$ cat config.mk
export PLATFORM = sky130hd
export DESIGN_NAME = nand_host
export DESIGN_NICKNAME = d
export VERILOG_FILES = /design/src/rtl/nand_host_pkg.sv /design/src/rtl/pin_sync.sv /design/src/rtl/nand_host.sv
export SDC_FILE = /design/constraint.sdc
export NUM_CORES = 1
export LEC_CHECK = 0
export BUFFER_PORTS_ARGS = -buffer_cell sky130_fd_sc_hd__buf_2
export CAP_MARGIN = 40
export CORE_ASPECT_RATIO = 0.7
export CORE_MARGIN = 4
export CORE_UTILIZATION = 60
export CTS_CLUSTER_DIAMETER = 120
export DETAILED_ROUTE_END_ITERATION = 8
export PLACE_DENSITY = 0.88
export SLEW_MARGIN = 40
export SYNTH_ARGS = -nofsm -noshare
export SYNTH_HDL_FRONTEND = slang
export SYNTH_SLANG_ARGS = --single-unit
$ cat constraint.sdc
create_clock -name clock -period 3.85 [get_ports clock]
set_input_delay 0.385 -clock clock [delete_from_list [all_inputs] [get_ports clock]]
set_output_delay 0.385 -clock clock [all_outputs]
set_load 0.02 [all_outputs]
$ cat src/rtl/nand_host_pkg.sv
// Purpose: shared constants, types and helpers for the stacked-die nand host controller
// Assumes: 100 MHz clock; 29-bit byte address, 2 KiB pages, 64 pages per block
// Notes: all bus timings are least times, rounded up to whole cycles
package nand_host_pkg;

    localparam int CLK_MHZ = 100;                 // clock rate

    // least times, in their own units
    localparam int T_INIT_US  = 20;               // power-on initialisation
    localparam int T_SLEEP_US = 10;               // select-high idle before sleep
    localparam int T_WAKE_NS  = 100;              // select_wake_delay
    localparam int T_WB_NS    = 100;              // command to busy indication
    localparam int T_SETUP_NS = 10;               // latch and data setup
    localparam int T_WP_NS    = 20;               // write strobe low
    localparam int T_RP_NS    = 60;               // read strobe low, covers sync latency
    localparam int T_HOLD_NS  = 20;               // strobe high hold

    typedef logic [11:0] cnt_t;                   // cycle counter

    // least time to cycles, rounded up, never below one
    function automatic int cyc_ceil(input int ns);
        int c;
        c = (ns * CLK_MHZ + 999) / 1000;
        return (c < 1) ? 1 : c;
    endfunction : cyc_ceil

    localparam cnt_t INIT_CYC  = cnt_t'(cyc_ceil(T_INIT_US * 1000));
    localparam cnt_t SLEEP_CYC = cnt_t'(cyc_ceil(T_SLEEP_US * 1000));
    localparam cnt_t WAKE_CYC  = cnt_t'(cyc_ceil(T_WAKE_NS));
    localparam cnt_t WB_CYC    = cnt_t'(cyc_ceil(T_WB_NS));
    localparam cnt_t SETUP_CYC = cnt_t'(cyc_ceil(T_SETUP_NS));
    localparam cnt_t WP_CYC    = cnt_t'(cyc_ceil(T_WP_NS));
    localparam cnt_t RP_CYC    = cnt_t'(cyc_ceil(T_RP_NS));
    localparam cnt_t HOLD_CYC  = cnt_t'(cyc_ceil(T_HOLD_NS));

    // address layout
    localparam int ADDR_W    = 29;
    localparam int COL_HI    = 10;                // column bits 10..0
    localparam int PAGE_LSB  = 11;
    localparam int PAGE_W    = 6;
    localparam int BLOCK_LSB = 17;
    localparam int BLOCK_W   = 12;
    localparam int DIE_LSB   = 27;
    localparam int DIES      = 4;

    typedef logic [ADDR_W-1:0]  addr_t;
    typedef logic [PAGE_W-1:0]  page_t;
    typedef logic [BLOCK_W-1:0] block_t;
    typedef logic [1:0]         die_t;

    // die range thresholds
    localparam addr_t DIE0_MAX = 29'h07ffffff;
    localparam addr_t DIE1_MAX = 29'h0fffffff;
    localparam addr_t DIE2_MAX = 29'h17ffffff;

    localparam logic [7:0] CMD_STATUS_BASE  = 8'h72;
    localparam int         STATUS_READY_BIT = 6;

    typedef enum logic [2:0] {
        OP_CMD        = 3'h0,                     // one command byte
        OP_ADDR       = 3'h1,                     // five address cycles, unchecked
        OP_PROG_ADDR  = 3'h2,                     // five address cycles, page order checked
        OP_WR         = 3'h3,                     // one data byte out
        OP_RD         = 3'h4,                     // one data byte in
        OP_DIE_STATUS = 3'h5,                     // per-die status query
        OP_WAIT_READY = 3'h6                      // wait on ready/busy
    } op_e;

    typedef enum logic [1:0] {
        K_CMD  = 2'h0,
        K_ADDR = 2'h1,
        K_WR   = 2'h2,
        K_RD   = 2'h3
    } kind_e;

    typedef struct packed {
        op_e        op;
        addr_t      addr;
        logic [7:0] data;
    } req_s;

    typedef struct packed {
        logic [7:0] data;                         // byte read back
        logic       ready_bit;                    // status bit six
        logic       err;                          // refused request
    } rsp_s;

    typedef struct packed {
        logic       ce_n;
        logic       cle;
        logic       ale;
        logic       we_n;
        logic       re_n;
        logic       wp_n;
        logic       io_oe;
        logic [7:0] io_out;
    } pins_s;

    typedef struct packed {
        kind_e      kind;
        logic [7:0] val;
    } step_s;

    // die by address thresholds, same as the two top bits
    function automatic die_t die_of(input addr_t a);
        if (a <= DIE0_MAX) return 2'h0;
        if (a <= DIE1_MAX) return 2'h1;
        if (a <= DIE2_MAX) return 2'h2;
        return 2'h3;
    endfunction : die_of

endpackage : nand_host_pkg

$ cat src/rtl/pin_sync.sv
// Purpose: three-stage synchroniser for the pins read back from the flash
// Assumes: inputs stay stable while sampled as a group
// Notes: output moves only when the second and third stages agree
`timescale 1ns/1ps
module pin_sync #(
    parameter int WIDTH = 9
) (
    input  wire logic             clock,
    input  wire logic             resetn,
    input  wire logic [WIDTH-1:0] d,
    output logic      [WIDTH-1:0] q
);
    if (WIDTH < 1) begin : bad_width
        $error("pin_sync needs at least one bit");
    end

    logic [WIDTH-1:0] s1_r;                       // metastable stage, read by s2 only
    logic [WIDTH-1:0] s2_r;
    logic [WIDTH-1:0] s3_r;

    // shift chain; reset to zero so ready/busy reads busy
    always_ff @(posedge clock or negedge resetn) begin
        if (!resetn) begin
            s1_r <= '0;
            s2_r <= '0;
            s3_r <= '0;
            q    <= '0;
        end else begin
            s1_r <= d;
            s2_r <= s1_r;
            s3_r <= s2_r;
            if (s2_r == s3_r) begin
                q <= s3_r;                        // glitch filtered
            end
        end
    end
endmodule : pin_sync

$ cat src/rtl/nand_host.sv
// Purpose: host controller driving a stacked-die nand over its strobe pins
// Assumes: one flash package, shared ready/busy pin, 8-bit data bus
// Notes: one request at a time; responses pulse rsp_valid for one cycle
`timescale 1ns/1ps
module nand_host
    import nand_host_pkg::*;
(
    input  wire logic       clock,
    input  wire logic       resetn,
    input  wire logic       req_valid,
    input  wire req_s       req,
    output logic            req_ready,
    output logic            rsp_valid,
    output rsp_s            rsp,
    output logic            init_done,
    output pins_s           pins,
    input  wire logic       rb,
    input  wire logic [7:0] io_in
);
    typedef enum logic [7:0] {
        ST_INIT    = 8'h01,                       // power-on wait
        ST_INIT_RB = 8'h02,                       // wait for first ready
        ST_IDLE    = 8'h04,
        ST_WAKE    = 8'h08,                       // select held before first strobe
        ST_SETUP   = 8'h10,
        ST_LOW     = 8'h20,                       // strobe low
        ST_HIGH    = 8'h40,                       // strobe high
        ST_BUSY    = 8'h80                        // waiting on ready/busy
    } state_e;

    state_e      state_r;                         // main sequencer
    req_s        op_r;                            // request in flight
    logic [2:0]  step_r;                          // bus cycle index
    cnt_t        cnt_r;                           // phase down-counter
    pins_s       pins_r;                          // pin register
    rsp_s        rsp_r;
    logic        rsp_valid_r;
    logic        req_ready_r;
    logic        init_done_r;
    logic [7:0]  rd_data_r;                       // last byte read
    cnt_t        idle_cnt_r;                      // select-high time
    logic        asleep_r;                        // device may be sleeping
    block_t      last_blk_r [DIES];               // last programmed block per die
    page_t       last_pg_r  [DIES];
    logic        seen_r     [DIES];
    logic        rb_s;                            // synchronised ready/busy
    logic [7:0]  io_s;                            // synchronised data bus
    logic        req_fire;
    logic        order_ok;
    step_s       cur_step;
    die_t        req_die;
    block_t      req_blk;
    page_t       req_pg;

    pin_sync #(.WIDTH(9)) u_sync (
        .clock  (clock),
        .resetn (resetn),
        .d      ({rb, io_in}),
        .q      ({rb_s, io_s})
    );

    // number of bus cycles an operation takes
    function automatic logic [2:0] steps_of(input op_e op);
        unique case (op)
            OP_ADDR, OP_PROG_ADDR: return 3'h5;
            OP_DIE_STATUS:         return 3'h2;
            OP_WAIT_READY:         return 3'h0;
            default:               return 3'h1;
        endcase
    endfunction : steps_of

    // kind and byte of one bus cycle
    function automatic step_s step_of(input req_s r, input logic [2:0] idx);
        step_s s;
        s.kind = K_CMD;
        s.val  = r.data;
        unique case (r.op)
            OP_CMD: s.kind = K_CMD;
            OP_WR:  s.kind = K_WR;
            OP_RD:  s.kind = K_RD;
            OP_DIE_STATUS: begin
                if (idx == 3'h0) begin
                    s.kind = K_CMD;
                    s.val  = CMD_STATUS_BASE + 8'(die_of(r.addr));
                end else begin
                    s.kind = K_RD;                // status byte follows directly
                end
            end
            default: begin
                s.kind = K_ADDR;                  // two column then three row cycles
                unique case (idx)
                    3'h0:    s.val = r.addr[7:0];
                    3'h1:    s.val = {5'h0, r.addr[COL_HI:8]};
                    3'h2:    s.val = r.addr[PAGE_LSB+7:PAGE_LSB];
                    3'h3:    s.val = r.addr[PAGE_LSB+15:PAGE_LSB+8];
                    default: s.val = {6'h0, r.addr[ADDR_W-1:DIE_LSB]};
                endcase
            end
        endcase
        return s;
    endfunction : step_of

    // pins set up for one bus cycle, strobes still high
    function automatic pins_s setup_pins(input pins_s p, input step_s s);
        pins_s n;
        n        = p;
        n.ce_n   = 1'b0;
        n.cle    = (s.kind == K_CMD);
        n.ale    = (s.kind == K_ADDR);
        n.io_oe  = (s.kind != K_RD);
        n.io_out = s.val;
        return n;
    endfunction : setup_pins

    assign req_fire = req_valid && req_ready_r;
    assign cur_step = step_of(op_r, step_r);
    assign req_die  = req.addr[ADDR_W-1:DIE_LSB];
    assign req_blk  = req.addr[BLOCK_LSB+BLOCK_W-1:BLOCK_LSB];
    assign req_pg   = req.addr[PAGE_LSB+PAGE_W-1:PAGE_LSB];

    // next page must follow the last one, a fresh block starts at page zero
    assign order_ok = (seen_r[req_die] && req_blk == last_blk_r[req_die])
                    ? (req_pg == page_t'(last_pg_r[req_die] + 1'b1))
                    : (req_pg == '0);

    // per-die program position; other dies keep their own
    always_ff @(posedge clock or negedge resetn) begin
        if (!resetn) begin
            for (int i = 0; i < DIES; i++) begin
                last_blk_r[i] <= '0;
                last_pg_r[i]  <= '0;
                seen_r[i]     <= 1'b0;
            end
        end else if (req_fire && req.op == OP_PROG_ADDR && order_ok) begin
            last_blk_r[req_die] <= req_blk;
            last_pg_r[req_die]  <= req_pg;
            seen_r[req_die]     <= 1'b1;
        end
    end

    // counter and flag each lag one cycle behind the pin the device watches
    localparam cnt_t SLEEP_LAG = cnt_t'(2);

    // select-high idle tracking; flag raised early so a wake is never missed
    always_ff @(posedge clock or negedge resetn) begin
        if (!resetn) begin
            idle_cnt_r <= '0;
            asleep_r   <= 1'b0;
        end else if (!pins_r.ce_n) begin
            idle_cnt_r <= '0;
            asleep_r   <= 1'b0;
        end else if (idle_cnt_r < SLEEP_CYC - SLEEP_LAG) begin
            idle_cnt_r <= idle_cnt_r + 1'b1;
        end else begin
            asleep_r   <= 1'b1;
        end
    end

    // main sequencer: init, then one request at a time
    always_ff @(posedge clock or negedge resetn) begin
        if (!resetn) begin
            state_r     <= ST_INIT;
            op_r        <= '0;
            step_r      <= '0;
            cnt_r       <= INIT_CYC;
            pins_r      <= '{ce_n: 1'b1, we_n: 1'b1, re_n: 1'b1, default: '0};
            rsp_r       <= '0;
            rsp_valid_r <= 1'b0;
            req_ready_r <= 1'b0;
            init_done_r <= 1'b0;
            rd_data_r   <= '0;
        end else begin
            rsp_valid_r <= 1'b0;
            unique case (state_r)
                ST_INIT: begin
                    // write guard held low from reset until ready
                    if (cnt_r > 1) cnt_r <= cnt_r - 1'b1;
                    else state_r <= ST_INIT_RB;
                end
                ST_INIT_RB: begin
                    if (rb_s) begin
                        // page zero now waits in cache for plain reads
                        pins_r.wp_n <= 1'b1;
                        init_done_r <= 1'b1;
                        req_ready_r <= 1'b1;
                        state_r     <= ST_IDLE;
                    end
                end
                ST_IDLE: begin
                    // accepted even while another die is busy
                    if (req_fire) begin
                        req_ready_r <= 1'b0;
                        op_r        <= req;
                        step_r      <= '0;
                        if (req.op == OP_PROG_ADDR && !order_ok) begin
                            rsp_r       <= '{err: 1'b1, default: '0};
                            rsp_valid_r <= 1'b1;
                            req_ready_r <= 1'b1;
                        end else if (req.op == OP_WAIT_READY) begin
                            cnt_r   <= WB_CYC;
                            state_r <= ST_BUSY;
                        end else if (asleep_r) begin
                            pins_r.ce_n <= 1'b0;                 // wake first
                            cnt_r       <= WAKE_CYC;
                            state_r     <= ST_WAKE;
                        end else begin
                            pins_r  <= setup_pins(pins_r, step_of(req, 3'h0));
                            cnt_r   <= SETUP_CYC;
                            state_r <= ST_SETUP;
                        end
                    end
                end
                ST_WAKE: begin
                    if (cnt_r > 1) cnt_r <= cnt_r - 1'b1;
                    else begin
                        pins_r  <= setup_pins(pins_r, cur_step);
                        cnt_r   <= SETUP_CYC;
                        state_r <= ST_SETUP;
                    end
                end
                ST_SETUP: begin
                    if (cnt_r > 1) cnt_r <= cnt_r - 1'b1;
                    else if (cur_step.kind == K_RD) begin
                        pins_r.re_n <= 1'b0;
                        cnt_r       <= RP_CYC;
                        state_r     <= ST_LOW;
                    end else begin
                        pins_r.we_n <= 1'b0;
                        cnt_r       <= WP_CYC;
                        state_r     <= ST_LOW;
                    end
                end
                ST_LOW: begin
                    if (cnt_r > 1) cnt_r <= cnt_r - 1'b1;
                    else begin
                        if (cur_step.kind == K_RD) rd_data_r <= io_s;
                        pins_r.we_n <= 1'b1;
                        pins_r.re_n <= 1'b1;
                        cnt_r       <= HOLD_CYC;
                        state_r     <= ST_HIGH;
                    end
                end
                ST_HIGH: begin
                    if (cnt_r > 1) cnt_r <= cnt_r - 1'b1;
                    else if (step_r + 3'h1 < steps_of(op_r.op)) begin
                        step_r  <= step_r + 3'h1;
                        pins_r  <= setup_pins(pins_r, step_of(op_r, step_r + 3'h1));
                        cnt_r   <= SETUP_CYC;
                        state_r <= ST_SETUP;
                    end else begin
                        // release select so the device may sleep
                        pins_r.ce_n  <= 1'b1;
                        pins_r.cle   <= 1'b0;
                        pins_r.ale   <= 1'b0;
                        pins_r.io_oe <= 1'b0;
                        rsp_r.data      <= rd_data_r;
                        rsp_r.ready_bit <= rd_data_r[STATUS_READY_BIT];
                        rsp_r.err       <= 1'b0;
                        rsp_valid_r <= 1'b1;
                        req_ready_r <= 1'b1;
                        state_r     <= ST_IDLE;
                    end
                end
                ST_BUSY: begin
                    // ignore the pin until busy can have shown
                    if (cnt_r > 1) cnt_r <= cnt_r - 1'b1;
                    else if (rb_s) begin
                        rsp_r       <= '{ready_bit: 1'b1, default: '0};
                        rsp_valid_r <= 1'b1;
                        req_ready_r <= 1'b1;
                        state_r     <= ST_IDLE;
                    end
                end
            endcase
        end
    end

    assign req_ready = req_ready_r;
    assign rsp_valid = rsp_valid_r;
    assign rsp       = rsp_r;
    assign init_done = init_done_r;
    assign pins      = pins_r;

    // helpers for the wake check
    logic wake_hold_r;                            // select dropped out of sleep
    cnt_t since_fall_r;                           // cycles since select fell
    always_ff @(posedge clock or negedge resetn) begin
        if (!resetn) begin
            wake_hold_r  <= 1'b0;
            since_fall_r <= '0;
        end else begin
            if (state_r == ST_WAKE) wake_hold_r <= 1'b1;
            else if (pins_r.ce_n) wake_hold_r <= 1'b0;
            if (pins_r.ce_n) since_fall_r <= '0;
            else if (since_fall_r < SLEEP_CYC) since_fall_r <= since_fall_r + 1'b1;
        end
    end
endmodule : nand_host

==> Word level (Yosys, flattened, before mapping) <==
Index checks and enable logic that the tools add are counted.
{ "op_classes": {"add_sub_neg": 7, "order_cmp": 11, "n_eq_ne": 55, "mux": 194, "bitwise": 6, "n_reduce_logical": 40} }
{ "op_table": {"columns": ["cell", "n"], "rows": [
  ["12-bit 2-to-1 mux", 13],
  ["8-bit 2-to-1 mux", 13],
  ["2-bit 2-to-1 mux", 40],
  ["1-bit 2-to-1 mux", 75],
  ["15-bit 2-to-1 mux", 5],
  ["12-bit case mux with 6 select lines", 1],
  ["8-bit case mux with 4 select lines", 2],
  ["8-bit case mux with 8 select lines", 1],
  ["10-bit 2-to-1 mux", 6],
  ["29-bit by 27-bit <= comparator with 1-bit output (second input constant)", 2],
  ["29-bit by 28-bit <= comparator with 1-bit output (second input constant)", 2],
  ["29-bit <= comparator (second input constant)", 2],
  ["48-bit bitwise mux", 1],
  ["8-bit case mux with 2 select lines", 3],
  ["2-bit != test (second input constant)", 19],
  ["10-bit case mux with 3 select lines", 1],
  ["7-bit AND reduction", 4],
  ["9-bit case mux with 3 select lines", 1],
  ["7-bit by 2-bit adder with 8-bit output (first input constant)", 3],
  ["12-bit binary-select mux with 2-bit select", 1],
  ["24-bit bitwise mux", 1],
  ["12-bit demux with 2-bit select", 1],
  ["3-bit by 2-bit == test with 1-bit output (second input constant)", 8],
  ["3-bit 2-to-1 mux", 7],
  ["61 further kinds", 101]
]} }
{ "totals": {"regBits": 224, "inputBits": 52, "elab_cells": 352} }

==> Depth between registers and ports, before layout <==
Gate-level depths: netlist of the first run.
{ "logic_depth": {"depth_word": 43, "mapped_depth": 13, "mapped_depth_nobuf": 11} }

==> Modules after synthesis <==
A second synthesis of the first run with hierarchy kept.
{ "hier_totals": {"hier_cells": 974, "hier_area_um2": 11277.1} }
{ "modules_own_cells": {"columns": ["mod", "n_inst", "cells_per_inst", "area_each_um2", "seq_area_each_um2"], "rows": [
  ["nand_host", 1, 917, 10157.2, 4717.0],
  ["pin_sync", 1, 57, 1119.8, 900.9]
]} }

==> Worst setup path after synthesis of the first run <==
OpenSTA, ideal clock, no wires.
{ "synth_timing": {"path_type": "input port to flip-flop", "start": "input port req[35] (netlist bit)", "end": "register pins_r (netlist bit pins[0])", "setup_time_ns": 0.125, "t_arrival_ns": 3.215, "path_slack_ns": 0.511, "path_stages": 11, "path_buffers": 3, "cell_sequence": "buf_6 > buf_6 > mux4_2 > ha_1 > xor2_1 > nor4_2 > nand4_1 > o211a_1 > buf_2 > nor4_4 > mux2_2"} }
{ "synth_via": {"elab_chain_cells": 26, "elab_cells_between_ends": 64, "cone_classes": "2 x add/sub; 3 x order compare; 3 x eq/ne; 51 x mux; 1 x bitwise; 4 x reduce/logical"} }
{ "synth_rtl": {"columns": ["item", "line", "text"], "rows": [
  ["start: declaration", "nand_host.sv:11", "input wire req_s req,"],
  ["29-bit <= comparator", "nand_host_pkg.sv:108", "if (a <= DIE2_MAX) return 2'h2;"],
  ["1-bit 2-to-1 mux (2 in a row)", "nand_host_pkg.sv:108", null],
  ["1-bit 2-to-1 mux", "nand_host_pkg.sv:107", "if (a <= DIE1_MAX) return 2'h1;"],
  ["1-bit 2-to-1 mux", "nand_host.sv:77", "unique case (r.op)"],
  ["1-bit 2-to-1 mux", "nand_host.sv:202", "end else if (asleep_r) begin"],
  ["1-bit 2-to-1 mux", "nand_host.sv:199", "end else if (req.op == OP_WAIT_READY) begin"],
  ["1-bit 2-to-1 mux", "nand_host.sv:195", "if (req.op == OP_PROG_ADDR && !order_ok) begin"],
  ["1-bit 2-to-1 mux", "nand_host.sv:191", "if (req_fire) begin"],
  ["(+9 left out)", null, null],
  ["2-bit 2-to-1 mux", "nand_host.sv:174", "unique case (state_r)"],
  ["7-bit by 2-bit adder with 8-bit output", "nand_host.sv:84", "s.val = CMD_STATUS_BASE + 8'(die_of(r.addr));"],
  ["8-bit case mux with 2 select lines", "nand_host.sv:77", null],
  ["14-bit 2-to-1 mux", "nand_host.sv:202", null],
  ["15-bit 2-to-1 mux", "nand_host.sv:199", null],
  ["15-bit 2-to-1 mux", "nand_host.sv:195", null],
  ["15-bit 2-to-1 mux", "nand_host.sv:191", null],
  ["9-bit case mux with 3 select lines", "nand_host.sv:174", null],
  ["end signal: assignment", "nand_host.sv:207", "pins_r <= setup_pins(pins_r, step_of(req, 3'h0));"],
  ["end signal: assignment", "nand_host.sv:216", "pins_r <= setup_pins(pins_r, cur_step);"],
  ["end signal: assignment", "nand_host.sv:247", "pins_r <= setup_pins(pins_r, step_of(op_r, step_r + 3'h1));"],
  ["end: declaration", "nand_host.sv:35", "pins_s pins_r;"]
]} }
Several ways; a longest one is shown, not always the timed one. The select of a mux whose other input is x is not followed.
A chain may end at the register's enable or synchronous reset.

==> Worst setup path in the final report of the first run <==
{ "layout_timing": {"start": "register last_pg_r[18] (netlist bit)", "end": "register state_r[7]"} }
{ "layout_via": {"elab_chain_cells": 10} }
{ "layout_rtl": {"columns": ["item", "line", "text"], "rows": [
  ["start: declaration", "nand_host.sv:44", "page_t last_pg_r [DIES];"],
  ["start signal: indexed assignment", "nand_host.sv:136", "last_pg_r[req_die] <= req_pg;"],
  ["6-bit binary-select mux with 2-bit select", "nand_host.sv:123", "? (req_pg == page_t'(last_pg_r[req_die] + 1'b1))"],
  ["6-bit 2-to-1 mux (not written as such) (2 in a row)", "nand_host.sv:123", null],
  ["6-bit by 1-bit adder with 6-bit output", "nand_host.sv:123", null],
  ["6-bit == test", "nand_host.sv:123", null],
  ["1-bit 2-to-1 mux", "nand_host.sv:123", null],
  ["1-bit logical NOT", "nand_host.sv:195", null],
  ["1-bit logical AND", "nand_host.sv:195", null],
  ["2-bit != test (no source line)", null, null],
  ["8-bit AND reduction (no source line)", null, null],
  ["end signal: assignment", "nand_host.sv:201", "state_r <= ST_BUSY;"],
  ["end signal: assignment", "nand_host.sv:205", "state_r <= ST_WAKE;"],
  ["end signal: assignment", "nand_host.sv:209", "state_r <= ST_SETUP;"],
  ["end: declaration", "nand_host.sv:31", "state_e state_r;"]
]} }
No other way between the ends. The select of a mux whose other input is x is not followed.

==> reports/metrics.cfg, run 1 <==
[clock_network]
cts_tree = done
clockBufferDepth = 3
cts_root_buffer = clkbuf_16
clk_latency_ns = 0.51
cts_sinks = 224
cts-resized-gates = 0
numCtsBuffers = 23
cts.clk_slew.worst_paths_ns = 0.07
htree_levels = 1

[status]
status = finished with violations
violations = DRC

[global_routing]
grt_max_degree = 77
grtUsageTotal_pct = 26.6
grt_pass1_wl_um = 43800
grt_pass1_vias = 8114
antenna_found_initial = 0
grt_overflow = 0

[layout]
multiInputGateArea_um2 = 5120
antenna_cells = 0
fin_cells = 1285
synthToLayoutAreaGrowth_pct = 14.8
ff_latch_area_um2 = 5620
nNetsFinal = 1100
fillers = 1191
drive_gt1_share_pct = 29.9

[detailed_routing]
drc = 1
viasPerCell = 6.46
drt_iter0_drc = 1035
wl_um = 27300
wl_met3_um = 2390
topRoutingLayerUsed = met4
routedWlPerCell_um = 21.3
m1WireLength_um = 11500
ant_nets = 0
dr_total_vias = 8297
first_pass_iters = 9
met2_length_um = 12500

[pwr]
power_density_nw_per_um2 = 395
p_total_uw = 5000
combPwrFrac_pct = 5.0
irDropWorstVdd_uv = 419
power.internal_uw = 3890
p_sw_uw = 1110
p_seq_share_pct = 47.9
leakagePower_uw = 0.00605
p_clk_share_pct = 47.2
switching_share_pct = 22.3

[floorplanning]
die_area_um2 = 20600
rows = 41
io_pins = 80
dieWidth_um = 170
fp.coreArea_um2 = 18000
start_util_pct = 61.2
fp.dieH_um = 121

[synth]
synth_fp_nets = 1010
yosys_register_bits = 224
seq_area_frac_synth_pct = 51.0
netlist-cell-type-count = 66
ys_async_sr_fraction_pct = 100
syn_inst = 942
yosysTopAreaCell = dfrtp_1
syn-cell-area_um2 = 11000
synth_edf_count = 0
synth.top_cell.area_share_pct = 48.6
ys.warnings.count = 0
yosys-top-cells-count = dfrtp_1, mux2_2, nand2_1, nor2_1, a21oi_1
netlist_top_cells_area = dfrtp_1, mux2_2, dfstp_2, mux2i_1, mux4_2
yosys_most_used_dff = dfrtp_1
synth.most_common_cell = dfrtp_1
avgSynthCellArea_um2 = 11.7

[timing]
finalCriticalPeriod_ns = 3.29
rsz0062_at_grt = false
clock_skew_ns = 0.00747
hold_viol_final = 0
setup_viol = 0
min_period_over_period_pct = 85.5
final_max_slew_viol_count = 0
fin_setup_tns_ns = 0
tightestPinTransition_ns = 0.762
fmax_mhz = 304
relSlewSlack_pct = 48.8

[setup_path]
cp-end-kind = register
cp-start-kind = register
path_max_fanout = 8
path_class = register to register
critical_path_required_ns = 4.24
worstPathArrival_ns = 3.68

[flow_run]
maxCapViolCount = 0

[place]
numPortBuffers = 79
dpl.hpwl_um = 18500
dp_cells = 1233
gp_congestion = 0.952

[hold_path]
holdCritPathClass = input pin to register

[area by class of cell]
class / count / area share [%]
timing repair buffer: 112 / 5.72
tap: 236 / 2.33
multi-input combinational: 650 / 40.5
clock inverter: 12 / 1.19
clock buffer: 30 / 5.23
sequential: 224 / 44.4
inverter: 21 / 0.623
[registers in the layout (all words and copies together), names as in the netlist, 3 cells and up]
register / count
u_sync.s3_r: 9
state_r: 8
u_sync.q: 9
last_pg_r: 24
last_blk_r: 48
op_r: 40
rd_data_r: 8
pins: 15
step_r: 3
cnt_r: 12
u_sync.s1_r: 9
seen_r: 4
rsp: 10
u_sync.s2_r: 9
idle_cnt_r: 12
[critical path, cell delays in order, from the launching register on]
cell	delay [ns]
dfrtp_1	0.39
mux4_2	0.51
ha_1	0.33
xor2_1	0.17
nor4_2	0.26
nand4_1	0.29
o211a_1	0.35
nor4_4	0.49
mux2_2	0.39
[final timing paths]
path	slack, ns	start	cells past startpoint	endpoint
setup / recovery	0.56	last_pg_r[18]	8	state_r[7]
setup reg to reg	0.56	last_pg_r[18]	8	state_r[7]
hold reg to reg	0.35	u_sync.s1_r[5]	0	u_sync.s2_r[5]
max in group asynchronous	2.77	resetn	3	cnt_r[4]
hold / removal	0.11	req[17]	2	op_r[17]
min in group asynchronous	0.35	resetn	2	idle_cnt_r[6]
[metal layers]
layer	GRT usage [%]	vias up
li1	-	3679
met2	42.0	403
met1	37.4	4120
met3	5.57	95
met5	0	-
met4	8.38	0
[what timing repair did]
action,in CTS,in global routing
endpoints found under the hold margin,47,0
setup buffers,0,0
hold buffers,10,0
[placed cells by master (no fill, tap or decap), types with 5 or more instances in the layout]
| master | instances |
|---|---|
| a21oi_1 | 40 |
| dlygate4sd3_1 | 10 |
| and3_1 | 5 |
| o211ai_1 | 5 |
| mux4_2 | 10 |
| nor3b_1 | 7 |
| xor2_1 | 20 |
| buf_4 | 20 |
| inv_1 | 20 |
| a221oi_1 | 9 |
| nand2_1 | 49 |
| ha_1 | 16 |
| nand3_1 | 15 |
| a211oi_1 | 5 |
| o31ai_1 | 6 |
| and2_1 | 14 |
| nor2_1 | 47 |
| mux2i_1 | 23 |
| nand4_1 | 7 |
| nor4_1 | 10 |
| nand2b_1 | 18 |
| a22o_1 | 13 |
| a222oi_1 | 16 |
| nor2b_1 | 14 |
| nor3_1 | 27 |
| xnor2_1 | 20 |
| buf_2 | 78 |
| mux2_2 | 136 |
| dfstp_2 | 10 |
| clkbuf_16 | 23 |
| a211o_1 | 5 |
| a31oi_1 | 13 |
| clkbuf_8 | 6 |
| o21ai_0 | 38 |
| dfrtp_1 | 214 |
[cells by family after synthesis]
| kind of cell | count (synthesis) | synth area share (%) |
|---|---|---|
| and+or+nand+nor | 236 | 11.5 |
| DFF | 224 | 51.0 |
| AOI/OAI and AO/OA | 189 | 11.9 |
| muxes | 169 | 18.0 |
| buffers and inverters | 68 | 2.58 |
| xor gates and xnor gates | 40 | 3.18 |
| adders and majority gates | 16 | 1.82 |
[power by group through the flow]
| stage | Clock (uW) | Combinational, uW | Sequential (uW) |
|---|---|---|---|
| final | 2360 | 248 | 2390 |
| after global routing | 2500 | 273 | 2390 |
| after CTS | 2380 | 247 | 2390 |
| after detailed placement | 0 | 237 | 2430 |
| after global placement | 0 | 228 | 2430 |
| after floorplan | 0 | 107 | 2430 |
[through the flow]
stage | hold WS (ns) | utilization (%) | setup slack (ns) | instance area [um^2]
after global placement | 0.332 | 65.0 | 0.352 | 11700
after detailed placement | 0.296 | 65.2 | 0.279 | 11700
final | 0.106 | 70.3 | 0.558 | 12700
after CTS | 0.0996 | 70.3 | 0.597 | 12700
after global routing | 0.109 | 70.3 | 0.435 | 12700
after floorplan | 0.0894 | - | 0.511 | 11000
(Power assumes the default switching activity.)
==> run 2: changes to the inputs <==
--- a/config.mk
+++ b/config.mk
@@ -9,10 +9,10 @@
 export CAP_MARGIN = 40
 export CORE_ASPECT_RATIO = 0.7
 export CORE_MARGIN = 4
-export CORE_UTILIZATION = 60
+export CORE_UTILIZATION = 45
 export CTS_CLUSTER_DIAMETER = 120
 export DETAILED_ROUTE_END_ITERATION = 8
-export PLACE_DENSITY = 0.88
+export PLACE_DENSITY = 0.71
 export SLEW_MARGIN = 40
 export SYNTH_ARGS = -nofsm -noshare
 export SYNTH_HDL_FRONTEND = slang
==> reports/metrics.cfg, run 2 (same netlist as run 1, synthesis figures left out) <==
[clock_network]
cts.clk_slew.worst_paths_ns = 0.06  ; about the same
cts_root_buffer = clkbuf_16
postCtsSetupBuffers = 0  ; unchanged
numCtsBuffers = 23  ; unchanged
clk_latency_ns = 0.53  ; +0.02 ns
cts_sinks = 224  ; unchanged
htree_levels = 1  ; unchanged
clockBufferDepth = 3  ; unchanged
cts-resized-gates = 0  ; unchanged
hold_buffers = 10  ; unchanged
cts_tree = done

[floorplanning]
io_pins = 80  ; unchanged
die_area_um2 = 27100  ; +31%
rows = 47  ; +15%
fp.dieH_um = 139  ; +14%
start_util_pct = 46.2  ; -15 points
fp.coreArea_um2 = 23900  ; +33%
dieWidth_um = 195  ; +15%

[setup_path]
r2r-end = pins[4]
slowest_delay_ns = 0.62  ; +0.11 ns
cp-end-kind = register
r2r_start = last_pg_r[0]
r2r_slack_ns = 0.32  ; -0.24 ns
worst_path_most_repeated_cell = xnor2_1
worstPathArrival_ns = 3.94  ; +0.26 ns
cp_num_buf_inv = 0  ; unchanged
critical_path_required_ns = 4.27  ; +0.03 ns
crit_path_top_delay_cell = nor4_4
cp-start-kind = register
path_max_fanout = 9  ; +1
cp_cell_sequence = mux4_2 > ha_1 > xnor2_1 > xnor2_1 > nor4_2 > nand4_1 > o211a_1 > nor4_4 > mux2_2
crit_family = simple AND/OR/NAND/NOR gates
worst-r2r-cell-count = 9  ; +1
path_class = register to register

[timing]
relSlewSlack_pct = 43.3  ; -5.5 points
hold_viol_final = 0  ; unchanged
tightestPinTransition_ns = 0.851  ; +0.0890 ns
final_max_slew_viol_count = 0  ; unchanged
min_period_over_period_pct = 91.7  ; +6.2 points
fmax_mhz = 283  ; -6.7%
setup_slack_ns = 0.321  ; -0.237 ns
finalCriticalPeriod_ns = 3.53  ; +0.237 ns
setup_viol = 0  ; unchanged
fin_setup_tns_ns = 0  ; unchanged
rsz0062_at_grt = false
clock_skew_ns = 0.0149  ; +0.00745 ns

[detailed_routing]
drc = 0  ; -1
dr_total_vias = 8085  ; -2.6%
viasPerCell = 5.93  ; -8.2%
wl_um = 28000  ; +2.4%
drt_iter0_drc = 1033  ; -0.19%
routedWlPerCell_um = 20.5  ; -3.5%
ant_nets = 0  ; unchanged
first_pass_iters = 8  ; -1

[hold_path]
holdCritPathClass = input pin to register
whs_endpoint = op_r[18]
hp-start = req[18]
holdPathStages = 2  ; unchanged

[layout]
reg_top3 = last_blk_r (48), op_r (40), last_pg_r (24)
top_register = last_blk_r
antenna_cells = 0  ; unchanged
nNetsFinal = 1098  ; -0.18%
largest_reg_flops = 48  ; unchanged
synthToLayoutAreaGrowth_pct = 14.5
final_common_cell = dfrtp_1
fillers = 2095  ; +76%
final_area_um2 = 12600  ; -0.23%
final_cell_mix = dfrtp_1, mux2_2, buf_2, nand2_1, nor2_1
fin_cells = 1364  ; +6.1%
drive_gt1_share_pct = 29.2  ; -0.77 points

[pwr]
p_sw_uw = 1120  ; +0.80%
combPwrFrac_pct = 5.1  ; about the same
leakagePower_uw = 0.00598  ; -1.1%
irDropWorstVdd_uv = 396  ; -5.3%
switching_share_pct = 23.6  ; +1.3 points
p_seq_share_pct = 50.2  ; +2.3 points
p_clk_share_pct = 44.7  ; -2.5 points
power.internal_uw = 3640  ; -6.3%
power_density_nw_per_um2 = 377  ; -4.5%
p_total_uw = 4760  ; -4.7%

[status]
status = finished clean

[global_routing]
antenna_found_initial = 0  ; unchanged
grt_pass1_wl_um = 44900  ; +2.6%
grt_overflow = 0  ; unchanged
grt_max_degree = 112  ; +45%
grtUsageTotal_pct = 20.3  ; -6.3 points
grt_pass1_vias = 7947  ; -2.1%

[place]
dpl.hpwl_um = 19800  ; +6.7%
numPortBuffers = 79  ; unchanged
dp_cells = 1312  ; +6.4%
place_ws_ns = 0.135  ; -0.145 ns
gp_congestion = 0.991  ; +4.2%
placedInstanceArea_um2 = 11800  ; +0.40%

[flow_run]
maxCapViolCount = 0  ; unchanged

## run 2: cell type report
cell class	count	area (um^2)	area share (%)
sequential	224	5620	44.5
multi-input combinational	650	5120	40.6
timing repair buffer	110	696	5.51
clock buffer	33	643	5.10
tap	318	398	3.15
inverter	21	78.8	0.625
clock inverter	8	65.1	0.515
## run 2: power by group through the flow
stage | Combinational [uW] | Clock, uW | Sequential [uW]
floorplan | 107 | 0 | 2430
global placement | 228 | 0 | 2430
detailed placement | 232 | 0 | 2430
CTS | 240 | 2180 | 2390
global route | 267 | 2260 | 2390
finish | 242 | 2130 | 2390
## run 2: worst register-to-register path: stages, from the launching register on
cell     delay, ns
dfrtp_1       0.38
mux4_2        0.52
ha_1          0.26
xnor2_1       0.22
xnor2_1       0.11
nor4_2        0.33
nand4_1       0.22
o211a_1       0.34
nor4_4        0.63
mux2_2        0.42
## run 2: per-layer routing
metal  routed length, um  up-vias  global-route usage [%]
met5                   0        -                       0
met4                 643        0                    4.19
met3                2350       50                    3.89
met2               11500      353                    28.6
met1               13500     4006                    32.7
li1                    -     3676                       -
## run 2: stage by stage
| stage | util (%) | hold slack [ns] |
|---|---|---|
| 2_1_floorplan | - | 0.0894 |
| 3_3_place_gp | 49.4 | 0.333 |
| 3_5_place_dp | 49.4 | 0.336 |
| 4_1_cts | 52.8 | 0.0763 |
| 5_1_grt | 52.9 | 0.100 |
| 6_report | 52.9 | 0.0912 |
## run 2: worst max-delay path by stage
stage | from | to | cells after the start
floorplan | req[35] | pins[0] | 11
global placement | req[35] | pins[4] | 10
detailed placement | req[36] | pins[5] | 10
CTS | last_pg_r[0] | pins[4] | 9
global route | last_pg_r[18] | pins[1] | 9
finish | last_pg_r[0] | pins[4] | 9
